$ cat src/rtl/slu_pkg.sv
// Purpose: shared constants of the serial line unit
// Assumes: one 20 MHz clock; straps are static configuration levels
// Notes:   register offsets are byte offsets inside the four-word block
package slu_pkg;

    // clock
    localparam int CLOCK_PERIOD_NS = 50;
    localparam int CLK_HZ_DEFAULT  = 1000000000 / CLOCK_PERIOD_NS;

    // register offsets within the block (address bits 2..0, bit 0 ignored)
    localparam logic [2:0] OFF_RX_STATUS = 3'h0;
    localparam logic [2:0] OFF_RX_BUFFER = 3'h2;
    localparam logic [2:0] OFF_TX_STATUS = 3'h4;
    localparam logic [2:0] OFF_TX_BUFFER = 3'h6;

    // field positions
    localparam int MODEM_BIT = 15;
    localparam int DONE_BIT  = 7;
    localparam int IE_BIT    = 6;
    localparam int RDR_BIT   = 0;
    localparam int BRK_BIT   = 0;
    localparam int VEC_TX_BIT = 2;

    // address decode: bits 15..13 must be ones (i/o page), bits 12..3 strapped
    localparam logic [2:0] IO_PAGE = 3'h7;

    // widths and reset values
    localparam int DIV_W      = 20;
    localparam int CHAR_W     = 8;
    localparam int SYNC_W     = 4;
    localparam int DIV_EXTRA  = 2;
    localparam logic RST_IE   = 1'b0;
    localparam logic RST_BRK  = 1'b0;
    localparam logic RST_DONE = 1'b0;
    localparam logic [15:0] RST_WORD = 16'h0000;

    // stand-in rate for the external-rate strap codes
    localparam int EXT_BAUD = 9600;

    // rate-select strap code (1 = installed) to clock cycles per bit
    function automatic logic [DIV_W-1:0] bit_cycles(input logic [3:0] code,
                                                    input int clk_hz);
        int c;
        c = clk_hz / 110;
        unique case (code)
            4'h0: c = clk_hz / 110;
            4'hd: c = clk_hz / 50;
            4'hc: c = clk_hz / 75;
            4'hb: c = (clk_hz * 2) / 269;
            4'h1: c = clk_hz / 150;
            4'ha: c = clk_hz / 200;
            4'h2: c = clk_hz / 300;
            4'h9: c = clk_hz / 600;
            4'h4: c = clk_hz / 1200;
            4'h5: c = clk_hz / 1800;
            4'h8, 4'h3: c = clk_hz / 2400;
            4'h6: c = clk_hz / 4800;
            4'h7: c = clk_hz / 9600;
            4'he, 4'hf: c = clk_hz / EXT_BAUD;
        endcase
        if (c < DIV_EXTRA) c = DIV_EXTRA;
        return c[DIV_W-1:0];
    endfunction : bit_cycles

endpackage : slu_pkg

$ cat src/rtl/char_buffer.sv
// Purpose: small first-in first-out buffer with valid/ready on both sides
// Assumes: single clock, flush drops all entries
// Notes:   in_ready_o is low only when every entry is occupied
`timescale 1ns/1ns
`default_nettype none
module char_buffer
    import slu_pkg::*;
#(
    parameter int WIDTH = 8,
    parameter int DEPTH = 2
) (
    input  wire logic             ref_clk_i,
    input  wire logic             sys_rst_i,
    input  wire logic             flush_i,
    input  wire logic [WIDTH-1:0] in_data_i,
    input  wire logic             in_valid_i,
    output logic                  in_ready_o,
    output logic [WIDTH-1:0]      out_data_o,
    output logic                  out_valid_o,
    input  wire logic             out_ready_i
);
    localparam int PW = (DEPTH > 1) ? $clog2(DEPTH) : 1;

    generate
        if (DEPTH < 2 || (DEPTH & (DEPTH - 1)) != 0 || WIDTH < 1) begin : g_chk
            $error("char_buffer: DEPTH must be a power of two >= 2");
        end
    endgenerate

    typedef struct packed {
        logic [DEPTH-1:0][WIDTH-1:0] mem;
        logic [PW-1:0]               wptr;
        logic [PW-1:0]               rptr;
        logic [PW:0]                 count;
    } buf_state_t;

    buf_state_t st_r;
    buf_state_t st_nxt;
    logic       push;
    logic       pop;

    // handshakes are combinational from the occupancy count
    assign in_ready_o  = (st_r.count != (PW + 1)'(DEPTH));
    assign out_valid_o = (st_r.count != '0);
    assign out_data_o  = st_r.mem[st_r.rptr];
    assign push        = in_valid_i && in_ready_o;
    assign pop         = out_valid_o && out_ready_i;

    // pointer and count update
    always_comb begin
        st_nxt = st_r;
        if (push) begin
            st_nxt.mem[st_r.wptr] = in_data_i;
            st_nxt.wptr = st_r.wptr + 1'b1;
        end
        if (pop) st_nxt.rptr = st_r.rptr + 1'b1;
        if (push && !pop) st_nxt.count = st_r.count + 1'b1;
        if (pop && !push) st_nxt.count = st_r.count - 1'b1;
        if (flush_i) begin
            st_nxt.wptr  = '0;
            st_nxt.rptr  = '0;
            st_nxt.count = '0;
        end
    end

    always_ff @(posedge ref_clk_i or posedge sys_rst_i) begin
        if (sys_rst_i) st_r <= '0;
        else           st_r <= st_nxt;
    end
endmodule : char_buffer
`default_nettype wire

$ cat src/rtl/serial_sender.sv
// Purpose: serialises one character: start, data lsb first, parity, stop bits
// Assumes: configuration is stable while a character is in flight
// Notes:   break holds the line at space; queued characters are still sent underneath it and lost
`timescale 1ns/1ns
`default_nettype none
module serial_sender
    import slu_pkg::*;
(
    input  wire logic              ref_clk_i,
    input  wire logic              sys_rst_i,
    input  wire logic [DIV_W-1:0]  bit_cycles_i,
    input  wire logic [3:0]        data_bits_i,
    input  wire logic              parity_en_i,
    input  wire logic              parity_odd_i,
    input  wire logic              two_stop_i,
    input  wire logic              break_i,
    input  wire logic [CHAR_W-1:0] char_i,
    input  wire logic              char_valid_i,
    output logic                   char_ready_o,
    output logic                   txd_o
);
    typedef enum logic [2:0] {TX_IDLE, TX_START, TX_DATA, TX_PAR, TX_STOP} tx_phase_t;

    typedef struct packed {
        tx_phase_t         phase;
        logic [DIV_W-1:0]  cnt;
        logic [3:0]        idx;
        logic [CHAR_W-1:0] shift;
        logic              par;
        logic              line;
    } tx_state_t;

    tx_state_t st_r;
    tx_state_t st_nxt;
    logic      bit_end;

    assign char_ready_o = (st_r.phase == TX_IDLE);
    assign bit_end      = (st_r.cnt == '0);
    assign txd_o        = st_r.line;

    // frame sequencer; break overrides the line level only
    always_comb begin
        st_nxt = st_r;
        if (st_r.phase != TX_IDLE) st_nxt.cnt = st_r.cnt - 1'b1;
        unique case (st_r.phase)
            TX_IDLE: if (char_valid_i) begin
                st_nxt.phase = TX_START;
                st_nxt.shift = char_i;
                st_nxt.par   = parity_odd_i;                 // RULE_13
                st_nxt.cnt   = bit_cycles_i - 1'b1;
                st_nxt.idx   = '0;
            end
            TX_START: if (bit_end) begin
                st_nxt.phase = TX_DATA;
                st_nxt.cnt   = bit_cycles_i - 1'b1;
            end
            TX_DATA: if (bit_end) begin
                st_nxt.par   = st_r.par ^ st_r.shift[0];
                st_nxt.shift = st_r.shift >> 1;              // RULE_20
                st_nxt.idx   = st_r.idx + 1'b1;
                st_nxt.cnt   = bit_cycles_i - 1'b1;
                if (st_r.idx + 1'b1 == data_bits_i)
                    st_nxt.phase = parity_en_i ? TX_PAR : TX_STOP;
            end
            TX_PAR: if (bit_end) begin
                st_nxt.phase = TX_STOP;
                st_nxt.idx   = '0;
                st_nxt.cnt   = bit_cycles_i - 1'b1;
            end
            TX_STOP: if (bit_end) begin
                if (two_stop_i && st_r.idx == '0) begin
                    st_nxt.idx = 4'h1;
                    st_nxt.cnt = bit_cycles_i - 1'b1;
                end else begin
                    st_nxt.phase = TX_IDLE;
                end
            end
        endcase
        if (st_r.phase == TX_DATA && bit_end && st_r.idx + 1'b1 == data_bits_i)
            st_nxt.idx = '0;
        unique case (st_nxt.phase)
            TX_START: st_nxt.line = 1'b0;
            TX_DATA:  st_nxt.line = st_nxt.shift[0];
            TX_PAR:   st_nxt.line = st_nxt.par;
            default:  st_nxt.line = 1'b1;
        endcase
        if (break_i) st_nxt.line = 1'b0;                     // RULE_18
    end

    always_ff @(posedge ref_clk_i or posedge sys_rst_i) begin
        if (sys_rst_i) begin
            st_r      <= '0;
            st_r.line <= 1'b1;
        end else begin
            st_r <= st_nxt;
        end
    end
endmodule : serial_sender
`default_nettype wire

$ cat src/rtl/serial_line_unit.sv
// Purpose: registers, receiver and interrupts of the serial line unit
// Assumes: bus strobes, straps and bus_initialise are synchronous to ref_clk_i
// Notes:   line and modem inputs pass a two-stage synchroniser
// Contract
// (RULE_01) Block matches when address bits 12..3 equal the address straps.
// (RULE_02) Register chosen by address bits 2 and 1; bit 0 ignored.
// (RULE_03) Offsets 0,2,4,6: receive status, receive buffer, transmit status, buffer.
// (RULE_04) Integrator places console at 177560, others 175610 to 176176.
// (RULE_05) Receive status bit 15: (carrier or clear-to-send) and data-set-ready.
// (RULE_06) Receive status bits 14..8 and 5..1 read zero.
// (RULE_07) Receive done set per character; buffer access or power loss clears it.
// (RULE_08) Receiver interrupt while receive done and its enable are both set.
// (RULE_09) Receive interrupt enable bit 6 read/write, cleared by bus initialise.
// (RULE_10) Writing receive status bit 0 sets reader advance; next start bit clears it.
// (RULE_11) Receive buffer holds right-justified character; bits 15..8 read zero.
// (RULE_12) Strapped vectors answer acknowledges; receiver 60, transmitter 64 by default.
// (RULE_13) Parity generated and checked, even or odd per sense strap; received parity is never checked.
// (RULE_14) Framing-halt strap installed: framing error requests processor halt.
// (RULE_15) All rate straps removed selects 110 baud both ways.
// (RULE_16) Transmit ready bit 7 set when buffer free; interrupt with bit 6.
// (RULE_17) Transmit interrupt enable bit 6 read/write, cleared by bus initialise.
// (RULE_18) Transmit status bit 0 forces space on the line; initialise clears it.
// (RULE_19) Transmit buffer bits 7..0 accepted and sent serially.
// (RULE_20) Frame: start bit, data lsb first, optional parity, one or two stops.
`timescale 1ns/1ns
`default_nettype none
module serial_line_unit
    import slu_pkg::*;
#(
    parameter int CLK_HZ   = CLK_HZ_DEFAULT,
    parameter int TX_DEPTH = 2
) (
    input  wire logic        ref_clk_i,
    input  wire logic        sys_rst_i,
    input  wire logic [15:0] bus_addr_i,
    input  wire logic [15:0] bus_wdata_i,
    input  wire logic        bus_rd_i,
    input  wire logic        bus_wr_i,
    output logic [15:0]      bus_rdata_o,
    output logic             bus_ack_o,
    input  wire logic        int_ack_i,
    output logic             irq_rx_o,
    output logic             irq_tx_o,
    output logic [7:0]       vector_o,
    output logic             vector_valid_o,
    input  wire logic        power_ok_i,
    input  wire logic        bus_initialise_i,
    input  wire logic [9:0]  addr_strap_i,
    input  wire logic [4:0]  vector_strap_i,
    input  wire logic        parity_strap_i,
    input  wire logic        parity_sense_strap_i,
    input  wire logic        framing_halt_strap_i,
    input  wire logic        one_stop_strap_i,
    input  wire logic [1:0]  data_bits_strap_i,
    input  wire logic [3:0]  rate_select_strap_i,
    input  wire logic        rxd_i,
    input  wire logic        carrier_i,
    input  wire logic        cts_i,
    input  wire logic        dsr_i,
    output logic             txd_o,
    output logic             reader_advance_o,
    output logic             halt_req_o
);
    generate
        if (CLK_HZ < 100 || TX_DEPTH < 2) begin : g_chk
            $error("serial_line_unit: CLK_HZ or TX_DEPTH out of range");
        end
    endgenerate

    typedef enum logic [2:0] {RX_IDLE, RX_START, RX_DATA, RX_PAR, RX_STOP} rx_phase_t;

    typedef struct packed {
        logic [SYNC_W-1:0] sync1;
        logic [SYNC_W-1:0] sync2;
        rx_phase_t         phase;
        logic [DIV_W-1:0]  cnt;
        logic [3:0]        idx;
        logic [8:0]        shift;
        logic              par;
        logic [CHAR_W-1:0] rx_data;
        logic              rx_done;
        logic              rx_ie;
        logic              tx_ie;
        logic              brk;
        logic              rdr_adv;
        logic              halt;
        logic [15:0]       rdata;
        logic              ack;
        logic [7:0]        vector;
        logic              vec_valid;
    } slu_state_t;

    slu_state_t        st_r;
    slu_state_t        st_nxt;
    logic              line_rxd;
    logic              modem_ok;
    logic [DIV_W-1:0]  bit_len;
    logic [3:0]        data_bits;
    logic              parity_odd;
    logic              hit;
    logic [2:0]        offs;
    logic              rd_hit;
    logic              wr_hit;
    logic              tx_push;
    logic              tx_space;
    logic [CHAR_W-1:0] tx_char;
    logic              tx_valid;
    logic              tx_take;
    logic              tx_flush;

    // synchronised line and modem levels (second stage only)
    assign line_rxd = st_r.sync2[0];
    assign modem_ok = (st_r.sync2[1] | st_r.sync2[2]) & st_r.sync2[3];   // RULE_05

    // framing configuration from straps (1 = installed)
    assign bit_len    = bit_cycles(rate_select_strap_i, CLK_HZ);          // RULE_15
    assign data_bits  = 4'h5 + {3'h0, ~data_bits_strap_i[0]}
                        + {2'h0, ~data_bits_strap_i[1], 1'b0};
    assign parity_odd = parity_sense_strap_i;                             // RULE_13

    // address decode of the four-word block
    assign hit    = (bus_addr_i[15:13] == IO_PAGE)
                    && (bus_addr_i[12:3] == addr_strap_i);                // RULE_01
    assign offs   = {bus_addr_i[2:1], 1'b0};                              // RULE_02
    assign rd_hit = hit && bus_rd_i;
    assign wr_hit = hit && bus_wr_i;

    // transmit path: a write to the buffer queues one character
    assign tx_push  = wr_hit && (offs == OFF_TX_BUFFER);                  // RULE_19
    assign tx_flush = bus_initialise_i || !power_ok_i;

    char_buffer #(
        .WIDTH (CHAR_W),
        .DEPTH (TX_DEPTH)
    ) u_tx_buffer (
        .ref_clk_i   (ref_clk_i),
        .sys_rst_i   (sys_rst_i),
        .flush_i     (tx_flush),
        .in_data_i   (bus_wdata_i[CHAR_W-1:0]),
        .in_valid_i  (tx_push),
        .in_ready_o  (tx_space),
        .out_data_o  (tx_char),
        .out_valid_o (tx_valid),
        .out_ready_i (tx_take)
    );

    serial_sender u_sender (
        .ref_clk_i    (ref_clk_i),
        .sys_rst_i    (sys_rst_i),
        .bit_cycles_i (bit_len),
        .data_bits_i  (data_bits),
        .parity_en_i  (parity_strap_i),
        .parity_odd_i (parity_odd),
        .two_stop_i   (~one_stop_strap_i),
        .break_i      (st_r.brk),
        .char_i       (tx_char),
        .char_valid_i (tx_valid),
        .char_ready_o (tx_take),
        .txd_o        (txd_o)
    );

    // register outputs
    assign bus_rdata_o      = st_r.rdata;
    assign bus_ack_o        = st_r.ack;
    assign irq_rx_o         = st_r.rx_done && st_r.rx_ie;                 // RULE_08
    assign irq_tx_o         = tx_space && st_r.tx_ie;                     // RULE_16
    assign vector_o         = st_r.vector;
    assign vector_valid_o   = st_r.vec_valid;
    assign reader_advance_o = st_r.rdr_adv;
    assign halt_req_o       = st_r.halt;

    // receiver, register file and interrupt vector logic
    always_comb begin
        st_nxt = st_r;
        st_nxt.sync1 = {dsr_i, cts_i, carrier_i, rxd_i};
        st_nxt.sync2 = st_r.sync1;
        st_nxt.ack       = rd_hit || wr_hit;
        st_nxt.vec_valid = 1'b0;
        st_nxt.halt      = 1'b0;
        if (st_r.phase != RX_IDLE) st_nxt.cnt = st_r.cnt - 1'b1;

        // clears first so that a same-cycle set below wins
        if (hit && (bus_rd_i || bus_wr_i) && offs == OFF_RX_BUFFER)
            st_nxt.rx_done = 1'b0;                                        // RULE_07
        if (!power_ok_i) st_nxt.rx_done = 1'b0;                           // RULE_07

        // register reads
        if (rd_hit) begin
            st_nxt.rdata = RST_WORD;                                      // RULE_06
            unique case (offs)
                OFF_RX_STATUS: begin
                    st_nxt.rdata[MODEM_BIT] = modem_ok;                   // RULE_05
                    st_nxt.rdata[DONE_BIT]  = st_r.rx_done;
                    st_nxt.rdata[IE_BIT]    = st_r.rx_ie;
                end
                OFF_RX_BUFFER: st_nxt.rdata[CHAR_W-1:0] = st_r.rx_data;   // RULE_11
                OFF_TX_STATUS: begin
                    st_nxt.rdata[DONE_BIT] = tx_space;                    // RULE_16
                    st_nxt.rdata[IE_BIT]   = st_r.tx_ie;
                    st_nxt.rdata[BRK_BIT]  = st_r.brk;
                end
                default: st_nxt.rdata = RST_WORD;
            endcase
        end

        // register writes
        if (wr_hit && offs == OFF_RX_STATUS) begin                        // RULE_03
            st_nxt.rx_ie = bus_wdata_i[IE_BIT];                           // RULE_09
            if (bus_wdata_i[RDR_BIT]) st_nxt.rdr_adv = 1'b1;              // RULE_10
        end
        if (wr_hit && offs == OFF_TX_STATUS) begin
            st_nxt.tx_ie = bus_wdata_i[IE_BIT];                           // RULE_17
            st_nxt.brk   = bus_wdata_i[BRK_BIT];                          // RULE_18
        end

        // receiver: half-bit start check, then mid-bit samples
        unique case (st_r.phase)
            RX_IDLE: if (!line_rxd) begin
                st_nxt.phase = RX_START;
                st_nxt.cnt   = {1'b0, bit_len[DIV_W-1:1]};
                if (!(wr_hit && offs == OFF_RX_STATUS))
                    st_nxt.rdr_adv = 1'b0;                                // RULE_10
            end
            RX_START: if (st_r.cnt == '0) begin
                st_nxt.phase = line_rxd ? RX_IDLE : RX_DATA;
                st_nxt.cnt   = bit_len - 1'b1;
                st_nxt.idx   = '0;
                st_nxt.shift = '0;
                st_nxt.par   = parity_odd;
            end
            RX_DATA: if (st_r.cnt == '0) begin
                st_nxt.shift[st_r.idx] = line_rxd;                        // RULE_20
                st_nxt.par = st_r.par ^ line_rxd;
                st_nxt.idx = st_r.idx + 1'b1;
                st_nxt.cnt = bit_len - 1'b1;
                if (st_r.idx + 1'b1 == data_bits)
                    st_nxt.phase = parity_strap_i ? RX_PAR : RX_STOP;
            end
            RX_PAR: if (st_r.cnt == '0) begin
                st_nxt.shift[st_r.idx] = line_rxd;                        // RULE_11
                st_nxt.par   = st_r.par ^ line_rxd;                       // RULE_13
                st_nxt.phase = RX_STOP;
                st_nxt.cnt   = bit_len - 1'b1;
            end
            RX_STOP: if (st_r.cnt == '0) begin
                st_nxt.phase   = RX_IDLE;
                st_nxt.rx_data = st_r.shift[CHAR_W-1:0];
                st_nxt.rx_done = 1'b1;                                    // RULE_07
                if (!line_rxd && framing_halt_strap_i)
                    st_nxt.halt = 1'b1;                                   // RULE_14
            end
        endcase

        // interrupt acknowledge: receiver ahead of transmitter
        if (int_ack_i && (irq_rx_o || irq_tx_o)) begin
            st_nxt.vector    = {vector_strap_i, 3'h0};                    // RULE_12
            st_nxt.vector[VEC_TX_BIT] = !irq_rx_o;                        // RULE_12
            st_nxt.vec_valid = 1'b1;
        end

        // bus initialise clears the software enables and break
        if (bus_initialise_i) begin
            st_nxt.rx_ie = RST_IE;                                        // RULE_09
            st_nxt.tx_ie = RST_IE;                                        // RULE_17
            st_nxt.brk   = RST_BRK;                                       // RULE_18
        end
    end

    always_ff @(posedge ref_clk_i or posedge sys_rst_i) begin
        if (sys_rst_i) begin
            st_r       <= '0;
            st_r.sync1 <= '1;
            st_r.sync2 <= '1;
        end else begin
            st_r <= st_nxt;
        end
    end
endmodule : serial_line_unit
`default_nettype wire

$ cat config.mk
export PLATFORM = sky130hd
export DESIGN_NAME = serial_line_unit
export DESIGN_NICKNAME = d
export VERILOG_FILES = /design/src/rtl/slu_pkg.sv /design/src/rtl/char_buffer.sv /design/src/rtl/serial_sender.sv /design/src/rtl/serial_line_unit.sv
export SDC_FILE = /design/constraint.sdc
export NUM_CORES = 1
export LEC_CHECK = 0
export BUFFER_PORTS_ARGS = -buffer_cell sky130_fd_sc_hd__buf_2
export CAP_MARGIN = 10
export CORE_MARGIN = 2
export CORE_UTILIZATION = 59
export CTS_CLUSTER_SIZE = 10
export DETAILED_ROUTE_END_ITERATION = 8
export PLACE_DENSITY = 0.82
export SLEW_MARGIN = 20
export SYNTH_ARGS = -nofsm -noshare
export SYNTH_HDL_FRONTEND = slang
export SYNTH_SLANG_ARGS = --single-unit
$ cat constraint.sdc
create_clock -name ref_clk_i -period 4.4 [get_ports ref_clk_i]
set_input_delay 0.22 -clock ref_clk_i [delete_from_list [all_inputs] [get_ports ref_clk_i]]
set_output_delay 0.22 -clock ref_clk_i [all_outputs]
set_load 0.005 [all_outputs]
==> key figures, run 1 <==
Outcome
  – Run status: complete, no violations

Power and ir drop
  – Max IR drop VDD: 0.2399 mV
  – Sw Ratio: 27.67%
  – Clock Power Share: 43.5%
  – Sw Pwr: 0.9507 mW
  – Sequential Power Share: 41.2%
  – Logic pwr share: 15.2%
  – Cell area power density: 366.8 mW/mm2
  – P_leak: 4.233 nW
  – Internal power: 2.486 mW
  – Pwr Total: 3.437 mW

Floorplanning
  – Core area: 0.01377 mm2
  – Die Y-Extent: 122.4 um
  – IO Pins: 99
  – Initial core utilization: 60.08%
  – Row Count: 43
  – Die width: 122.4 um
  – DIE AREA: 0.01499 mm2

Clocking
  – CTS Buf Count: 17
  – H-tree levels: 4
  – CTS tree: yes
  – Clk sinks: 131
  – Worst-Skew Late Latency: 0.43 ns
  – CTS max path bufs: 2
  – Clock Pin Slew Worst Setup and Hold Paths: 0.06 ns
  – Cts repair resizes: 0
  – CTS root buf: clkbuf_16

Critical path
  – CP required: 4.69 ns
  – WS Path Type: in -> reg
  – Startpoint Class: primary input
  – Critical Path AT: 3.68 ns
  – CP Capture Type: flop
  – Critical path peak fanout: 14

Cells and area
  – Area grow syn2layout: 13.20%
  – Fin area: 0.009368 mm2
  – # diodes: 0
  – Post-route non-filler standard cell count: 1,165
  – Final Util: 68.01%
  – Final net count: 1,069
  – # fillers: 1,061
  – Layout cell share with drive strength beyond 1: 18.38%

Logic synthesis
  – Post-synth EDFFs: 0
  – Cell area after synthesis: 0.008275 mm2
  – Post-synth top flop: dfrtp_1
  – Synth top area cells: dfrtp_1 (37%), nand2_1 (5.0%), ha_1 (4.4%), nor2_1 (3.9%), xnor2_1 (3.9%)
  – Share of the yosys chip area belonging to registers: 39.75%
  – Synth top area share: 36.89%
  – Commonest cells in the netlist: dfrtp_1 (122), nand2_1 (111), nor2_1 (87), a21oi_1 (51), xnor2_1 (37)
  – Synth warnings: 0
  – Count leader, synth: dfrtp_1
  – Syn Area/Cell: 9.064 um2
  – Yosys top cell by area: dfrtp_1
  – Synth Register Bits: 131
  – Netlist cell types: 80
  – Async set-or-reset flop fraction in the synthesized netlist: 100.0%
  – Mapped Cells: 913

GRT
  – Initial antenna violation count: 0
  – Pin count of the biggest net entering global routing: 79
  – Global router's overall resource usage: 28.08%
  – Total grt overflow: 0
  – Vias in the first global route: 6,844
  – First-pass GRT wire length: 33.04 mm

Placement
  – Gp weighted congestion: 0.9016
  – DP HPWL: 14.03 mm
  – Placed cell count: 1,123
  – Placed Area: 0.008637 mm2
  – Port bufs: 80
  – Place WS: 0.6771 ns

Timing
  – Final setup violation count: 0
  – FMAX: 294.9 MHz
  – Tmin final: 3.391 ns
  – Slew margin rel.: 37.43%
  – Fin. Hold Viols: 0
  – Fin crit share: 77.06%
  – RSZ-0062 raised after global routing: no
  – Worst setup margin: 1.009 ns
  – Setup total negative slack: 0 ns
  – Worst slew pin tran: 0.9386 ns
  – Max Slew Vio Count: 0
  – Skew final: 0.006990 ns
  – Hold slack: 0.004126 ns

Routing
  – Final ANT Viol Nets: 0
  – DRC viols: 0
  – 1st-iter DRT viols: 672
  – Routed WL per cell: 17.00 um
  – Final wirelength: 19.81 mm
  – DR vias/cell: 6.023
  – Vias: 7,017
  – First drt pass iteration count: 5

Hold path
  – HP Class: in -> async

Job
  – Max cap viols: 0
layout make-up:
class | instances | area, um2 | area share (%)
flip-flops and latches | 131 | 3289 | 35.11
multi-input cells | 696 | 4554 | 48.62
clock inverters | 10 | 146.4 | 1.563
repair buffers | 98 | 560.5 | 5.984
inverters | 28 | 107.6 | 1.149
clock buffers | 22 | 484.2 | 5.169
well taps | 180 | 225.2 | 2.404
per-layer routing:
layer	routed length, um	up-vias	share of wire (%)	global-route usage, %
met5	0	-	0	0
met4	365	0	1.8	9.914
met3	1310	38	6.6	6.320
met2	9710	261	49	47.29
met1	8421	3389	43	35.64
li1	-	3329	-	-
state kept, by name, summed over array words and instances (netlist names):
| register | count |
|---|---|
| vector_valid_o | 1 |
| bus_rdata_o | 9 |
| halt_req_o | 1 |
| u_tx_buffer.st_r | 20 |
| st_nxt | 4 |
| st_r | 50 |
| u_sender.st_r | 36 |
| line_rxd | 1 |
| vector_o | 6 |
| u_sender.txd_o | 1 |
| bus_ack_o | 1 |
| reader_advance_o | 1 |
power groups by stage:
stage	clock [mW]	sequential, mW	combinational, mW
final	1.50	1.42	0.523
after global routing	1.56	1.43	0.592
after CTS	1.50	1.42	0.519
after detailed placement	0	1.43	0.504
after global placement	0	1.43	0.493
after floorplan	0	1.40	0.399
critical path, cell delays in order:
cell and delay [ns]:
buf_2 0.22, inv_1 0.16, ha_1 0.44, mux2_2 0.31
mux2i_1 0.31, o211ai_1 0.20, nor4_2 0.27, buf_4 0.18
a21oi_1 0.09, ha_1 0.25, o211ai_1 0.17, nor3_1 0.18
and3_1 0.26, a21oi_1 0.28, mux2i_1 0.13
path summary, 6_finish.rpt:
kind,depth (start not counted),slack (ns),from,to
max,15,1.01,rate_select_strap_i[0],u_sender.st_r[30]
min,2,0.004,sys_rst_i,bus_rdata_o[0]
max reg2reg,8,1.30,u_sender.st_r[26],u_sender.st_r[15]
min reg2reg,0,0.36,st_nxt[77],line_rxd
max in group asynchronous,3,3.46,sys_rst_i,st_r[62]
min in group ref_clk_i,2,0.01,bus_initialise_i,st_r[29]
cell usage in the layout, fill, tap and decap left out, drive strengths merged, types with 11 or more instances in the layout:
| master | count |
|---|---|
| dfrtp | 122 |
| nand2 | 111 |
| buf | 88 |
| nor2 | 87 |
| a21oi | 51 |
| o21ai | 47 |
| xnor2 | 37 |
| ha | 29 |
| inv | 29 |
| mux2 | 27 |
| nor3 | 26 |
| xor2 | 24 |
| clkbuf | 22 |
| nand2b | 20 |
| nand3 | 19 |
| mux2i | 18 |
| a211oi | 14 |
| a31oi | 13 |
| nor4 | 13 |
| nor2b | 11 |
kinds of logic after synthesis:
logic type                 count (synthesis)  synth area share [%]
xor gates and xnor gates                  61                 6.456
muxes                                     46                 6.123
AOI/OAI and AO/OA                        205                 16.57
DFF                                      131                 39.75
and+or+nand+nor                          346                 21.02
other                                      1               0.04531
adders and majority gates                 29                 4.385
buffers and inverters                     94                 5.655
what timing repair did:
item	CTS	global route
hold buffers	10	0
buffers inserted	0	0
endpoints found under the hold margin	10	0
(Power assumes the default switching activity.)
==> inputs of run 2 (changes only) <==
==> constraint.sdc (replaced) <==
create_clock -name ref_clk_i -period 3.22 [get_ports ref_clk_i]
set_input_delay 0.161 -clock ref_clk_i [delete_from_list [all_inputs] [get_ports ref_clk_i]]
set_output_delay 0.161 -clock ref_clk_i [all_outputs]
set_load 0.005 [all_outputs]
==> key figures, run 2 (synthesis results as in run 1) <==
Hold path
  – Hold_sp: bus_wdata_i[6]
  – Hold EP: u_tx_buffer.st_r[10]
  – HP Class: in -> reg
  – Hold depth: 2

Critical path
  – Worst-case reg-to-reg path depth: 8 (unchanged)
  – Worst reg2reg path startpoint: st_r[68]
  – Worst r2r dst: st_r[52]
  – CP Cell Sequence: or4_1, nor3_1, nand3_1, buf_4, nor2_1, nor4bb_1, a21o_1, a22o_1
  – Startpoint Class: flop
  – WS Path Type: reg -> reg
  – Critical Path AT: 3.20 ns (-0.48 ns)
  – CP Capture Type: flop
  – CP required: 3.58 ns (-1.11 ns)
  – Reg2Reg Setup Slack: 0.38 ns (-0.92 ns)
  – Worst path max stage delay: 0.59 ns (+0.15 ns)
  – Worst path slowest cell: or4_1
  – Critical path peak fanout: 7 (-7)

Routing
  – Final wirelength: 20.60 mm (+4.0%)
  – Routed WL per cell: 17.16 um (+0.94%)
  – 1st-iter DRT viols: 580 (-14%)
  – First drt pass iteration count: 6 (+1)
  – DR vias/cell: 6.003 (-0.34%)
  – Final ANT Viol Nets: 0 (unchanged)
  – Vias: 7,203 (+2.7%)
  – DRC viols: 0 (unchanged)

Clocking
  – Worst-Skew Late Latency: 0.43 ns (about the same)
  – Clock Pin Slew Worst Setup and Hold Paths: 0.06 ns (about the same)
  – CTS Buf Count: 17 (unchanged)
  – CTS tree: yes
  – Setup bufs post-CTS: 0 (unchanged)
  – H-tree levels: 4 (unchanged)
  – Clk sinks: 131 (unchanged)
  – CTS max path bufs: 2 (unchanged)
  – CTS root buf: clkbuf_16

Timing
  – Final setup violation count: 0 (unchanged)
  – Tmin final: 2.837 ns
  – Slew margin rel.: 50.61% (+13 points)
  – Fin crit share: 88.12%
  – Hold slack: 0.04523 ns (+0.04111 ns)
  – Skew final: 0.008634 ns (+0.001644 ns)
  – FMAX: 352.4 MHz
  – Worst slew pin tran: 0.7341 ns (-0.2044 ns)
  – RSZ-0062 raised after global routing: no
  – Max Slew Vio Count: 0 (unchanged)
  – Fin. Hold Viols: 0 (unchanged)

Job
  – Max cap viols: 0 (unchanged)

Cells and area
  – Final net count: 1,104 (+3.3%)
  – Layout cell share with drive strength beyond 1: 20.20% (+1.8 points)
  – # fillers: 1,035 (-2.5%)
  – Commonest non-fill, non-tap cell in the layout: dfrtp_1
  – Biggest register: st_r
  – Max reg flops: 50 (unchanged)
  – # diodes: 0 (unchanged)
  – Area grow syn2layout: 15.69%
  – Most frequent cells in the layout: dfrtp_1 (122), nand2_1 (111), nor2_1 (87), buf_2 (80), a21oi_1 (51)
  – Largest regs: st_r: 50 flops, u_sender.st_r: 36 flops, u_tx_buffer.st_r: 20 flops

Floorplanning
  – Die width: 122.4 um (unchanged)
  – Die Y-Extent: 122.4 um (unchanged)
  – Core area: 0.01377 mm2 (unchanged)
  – IO Pins: 99 (unchanged)
  – Row Count: 43 (unchanged)
  – Initial core utilization: 60.08% (unchanged)
  – DIE AREA: 0.01499 mm2 (unchanged)

Power and ir drop
  – Sw Pwr: 1.351 mW (+42%)
  – Logic pwr share: 16.8% (+1.6 points)
  – Clock Power Share: 40.0% (-3.5 points)
  – Internal power: 3.127 mW (+26%)
  – Sw Ratio: 30.17% (+2.5 points)
  – Sequential Power Share: 43.2% (+2.0 points)
  – Cell area power density: 467.8 mW/mm2 (+28%)
  – Max IR drop VDD: 0.3592 mV (+50%)
  – P_leak: 4.361 nW (+3.0%)
  – Pwr Total: 4.478 mW (+30%)

Placement
  – Port bufs: 80 (unchanged)
  – Gp weighted congestion: 0.9634 (+6.9%)
  – DP HPWL: 14.28 mm (+1.8%)

GRT
  – Global router's overall resource usage: 28.95% (+0.87 points)
  – First-pass GRT wire length: 34.07 mm (+3.1%)
  – Pin count of the biggest net entering global routing: 38 (-52%)
  – Total grt overflow: 0 (unchanged)
  – Vias in the first global route: 7,064 (+3.2%)
  – Initial antenna violation count: 0 (unchanged)

Outcome
  – Run status: complete, no violations
## run 2: cell count changes in the layout (fill, tap and decap cells not counted), sizes merged
cell | previous run | this run
clkbuf | 22 | 18
clkinv | 2 | 8
buf | 88 | 112
bufinv | 3 | 0
inv | 29 | 30
dlygate4sd3 | 10 | 21
## run 2: area by class of cell
cell class	count	area (um2)	area share, %
clock buffer	18	439.2	4.587
clock inverter	14	106.4	1.111
inverter	28	108.9	1.137
multi-input combinational	696	4554	47.57
sequential	131	3289	34.36
tap	180	225.2	2.352
timing repair buffer	133	850.8	8.887
## run 2: per-stage QoR
step	std cells	setup slack, ns	util [%]	TNS [ns]	cell area [um2]
2_1_floorplan	921	0.01113	-	0	8309
3_3_place_gp	1147	0.09742	64.03	0	8818
3_5_place_dp	1147	-0.01704	64.03	-0.03884	8818
4_1_cts	1200	0.4320	69.51	0	9574
5_1_grt	1200	0.07575	69.51	0	9574
6_report	1200	0.3827	69.51	0	9574
## run 2: timing repair
action	CTS	global route
endpoints found under the hold margin	52	0
hold buffers	21	0
resized for setup	0	0
## run 2: metal layers
layer,up-vias,GRT usage (%),share of wire [%]
met5,-,0,0
met1,3415,35.60,42
met2,339,49.69,49
li1,3389,-,-
met4,0,11.42,2.6
met3,60,6.227,6.5
## run 2: worst max path at each step
stage	end	cells after the start	startpoint
final	st_r[52]	8	st_r[68]
after CTS	u_sender.st_r[26]	14	rate_select_strap_i[1]
after global routing	st_r[64]	15	rate_select_strap_i[1]
after floorplan	st_r[72]	14	rate_select_strap_i[0]
after global placement	u_sender.st_r[26]	15	rate_select_strap_i[1]
after detailed placement	u_sender.st_r[26]	14	rate_select_strap_i[1]
## run 2: worst max-delay path, delay by kind of cell, from the launching register on
kind | cells | cell delay (ns)
simple gates | 5 | 1.90
buf+inv | 1 | 0.21
flops | 1 | 0.40
compound gates | 2 | 0.24
## run 2: power groups by stage
stage	sequential, mW	clock (mW)	combinational, mW
after floorplan	1.91	0	0.546
after global placement	1.95	0	0.694
after detailed placement	1.96	0	0.715
after CTS	1.93	1.81	0.747
after global routing	1.95	1.87	0.840
final	1.94	1.79	0.753
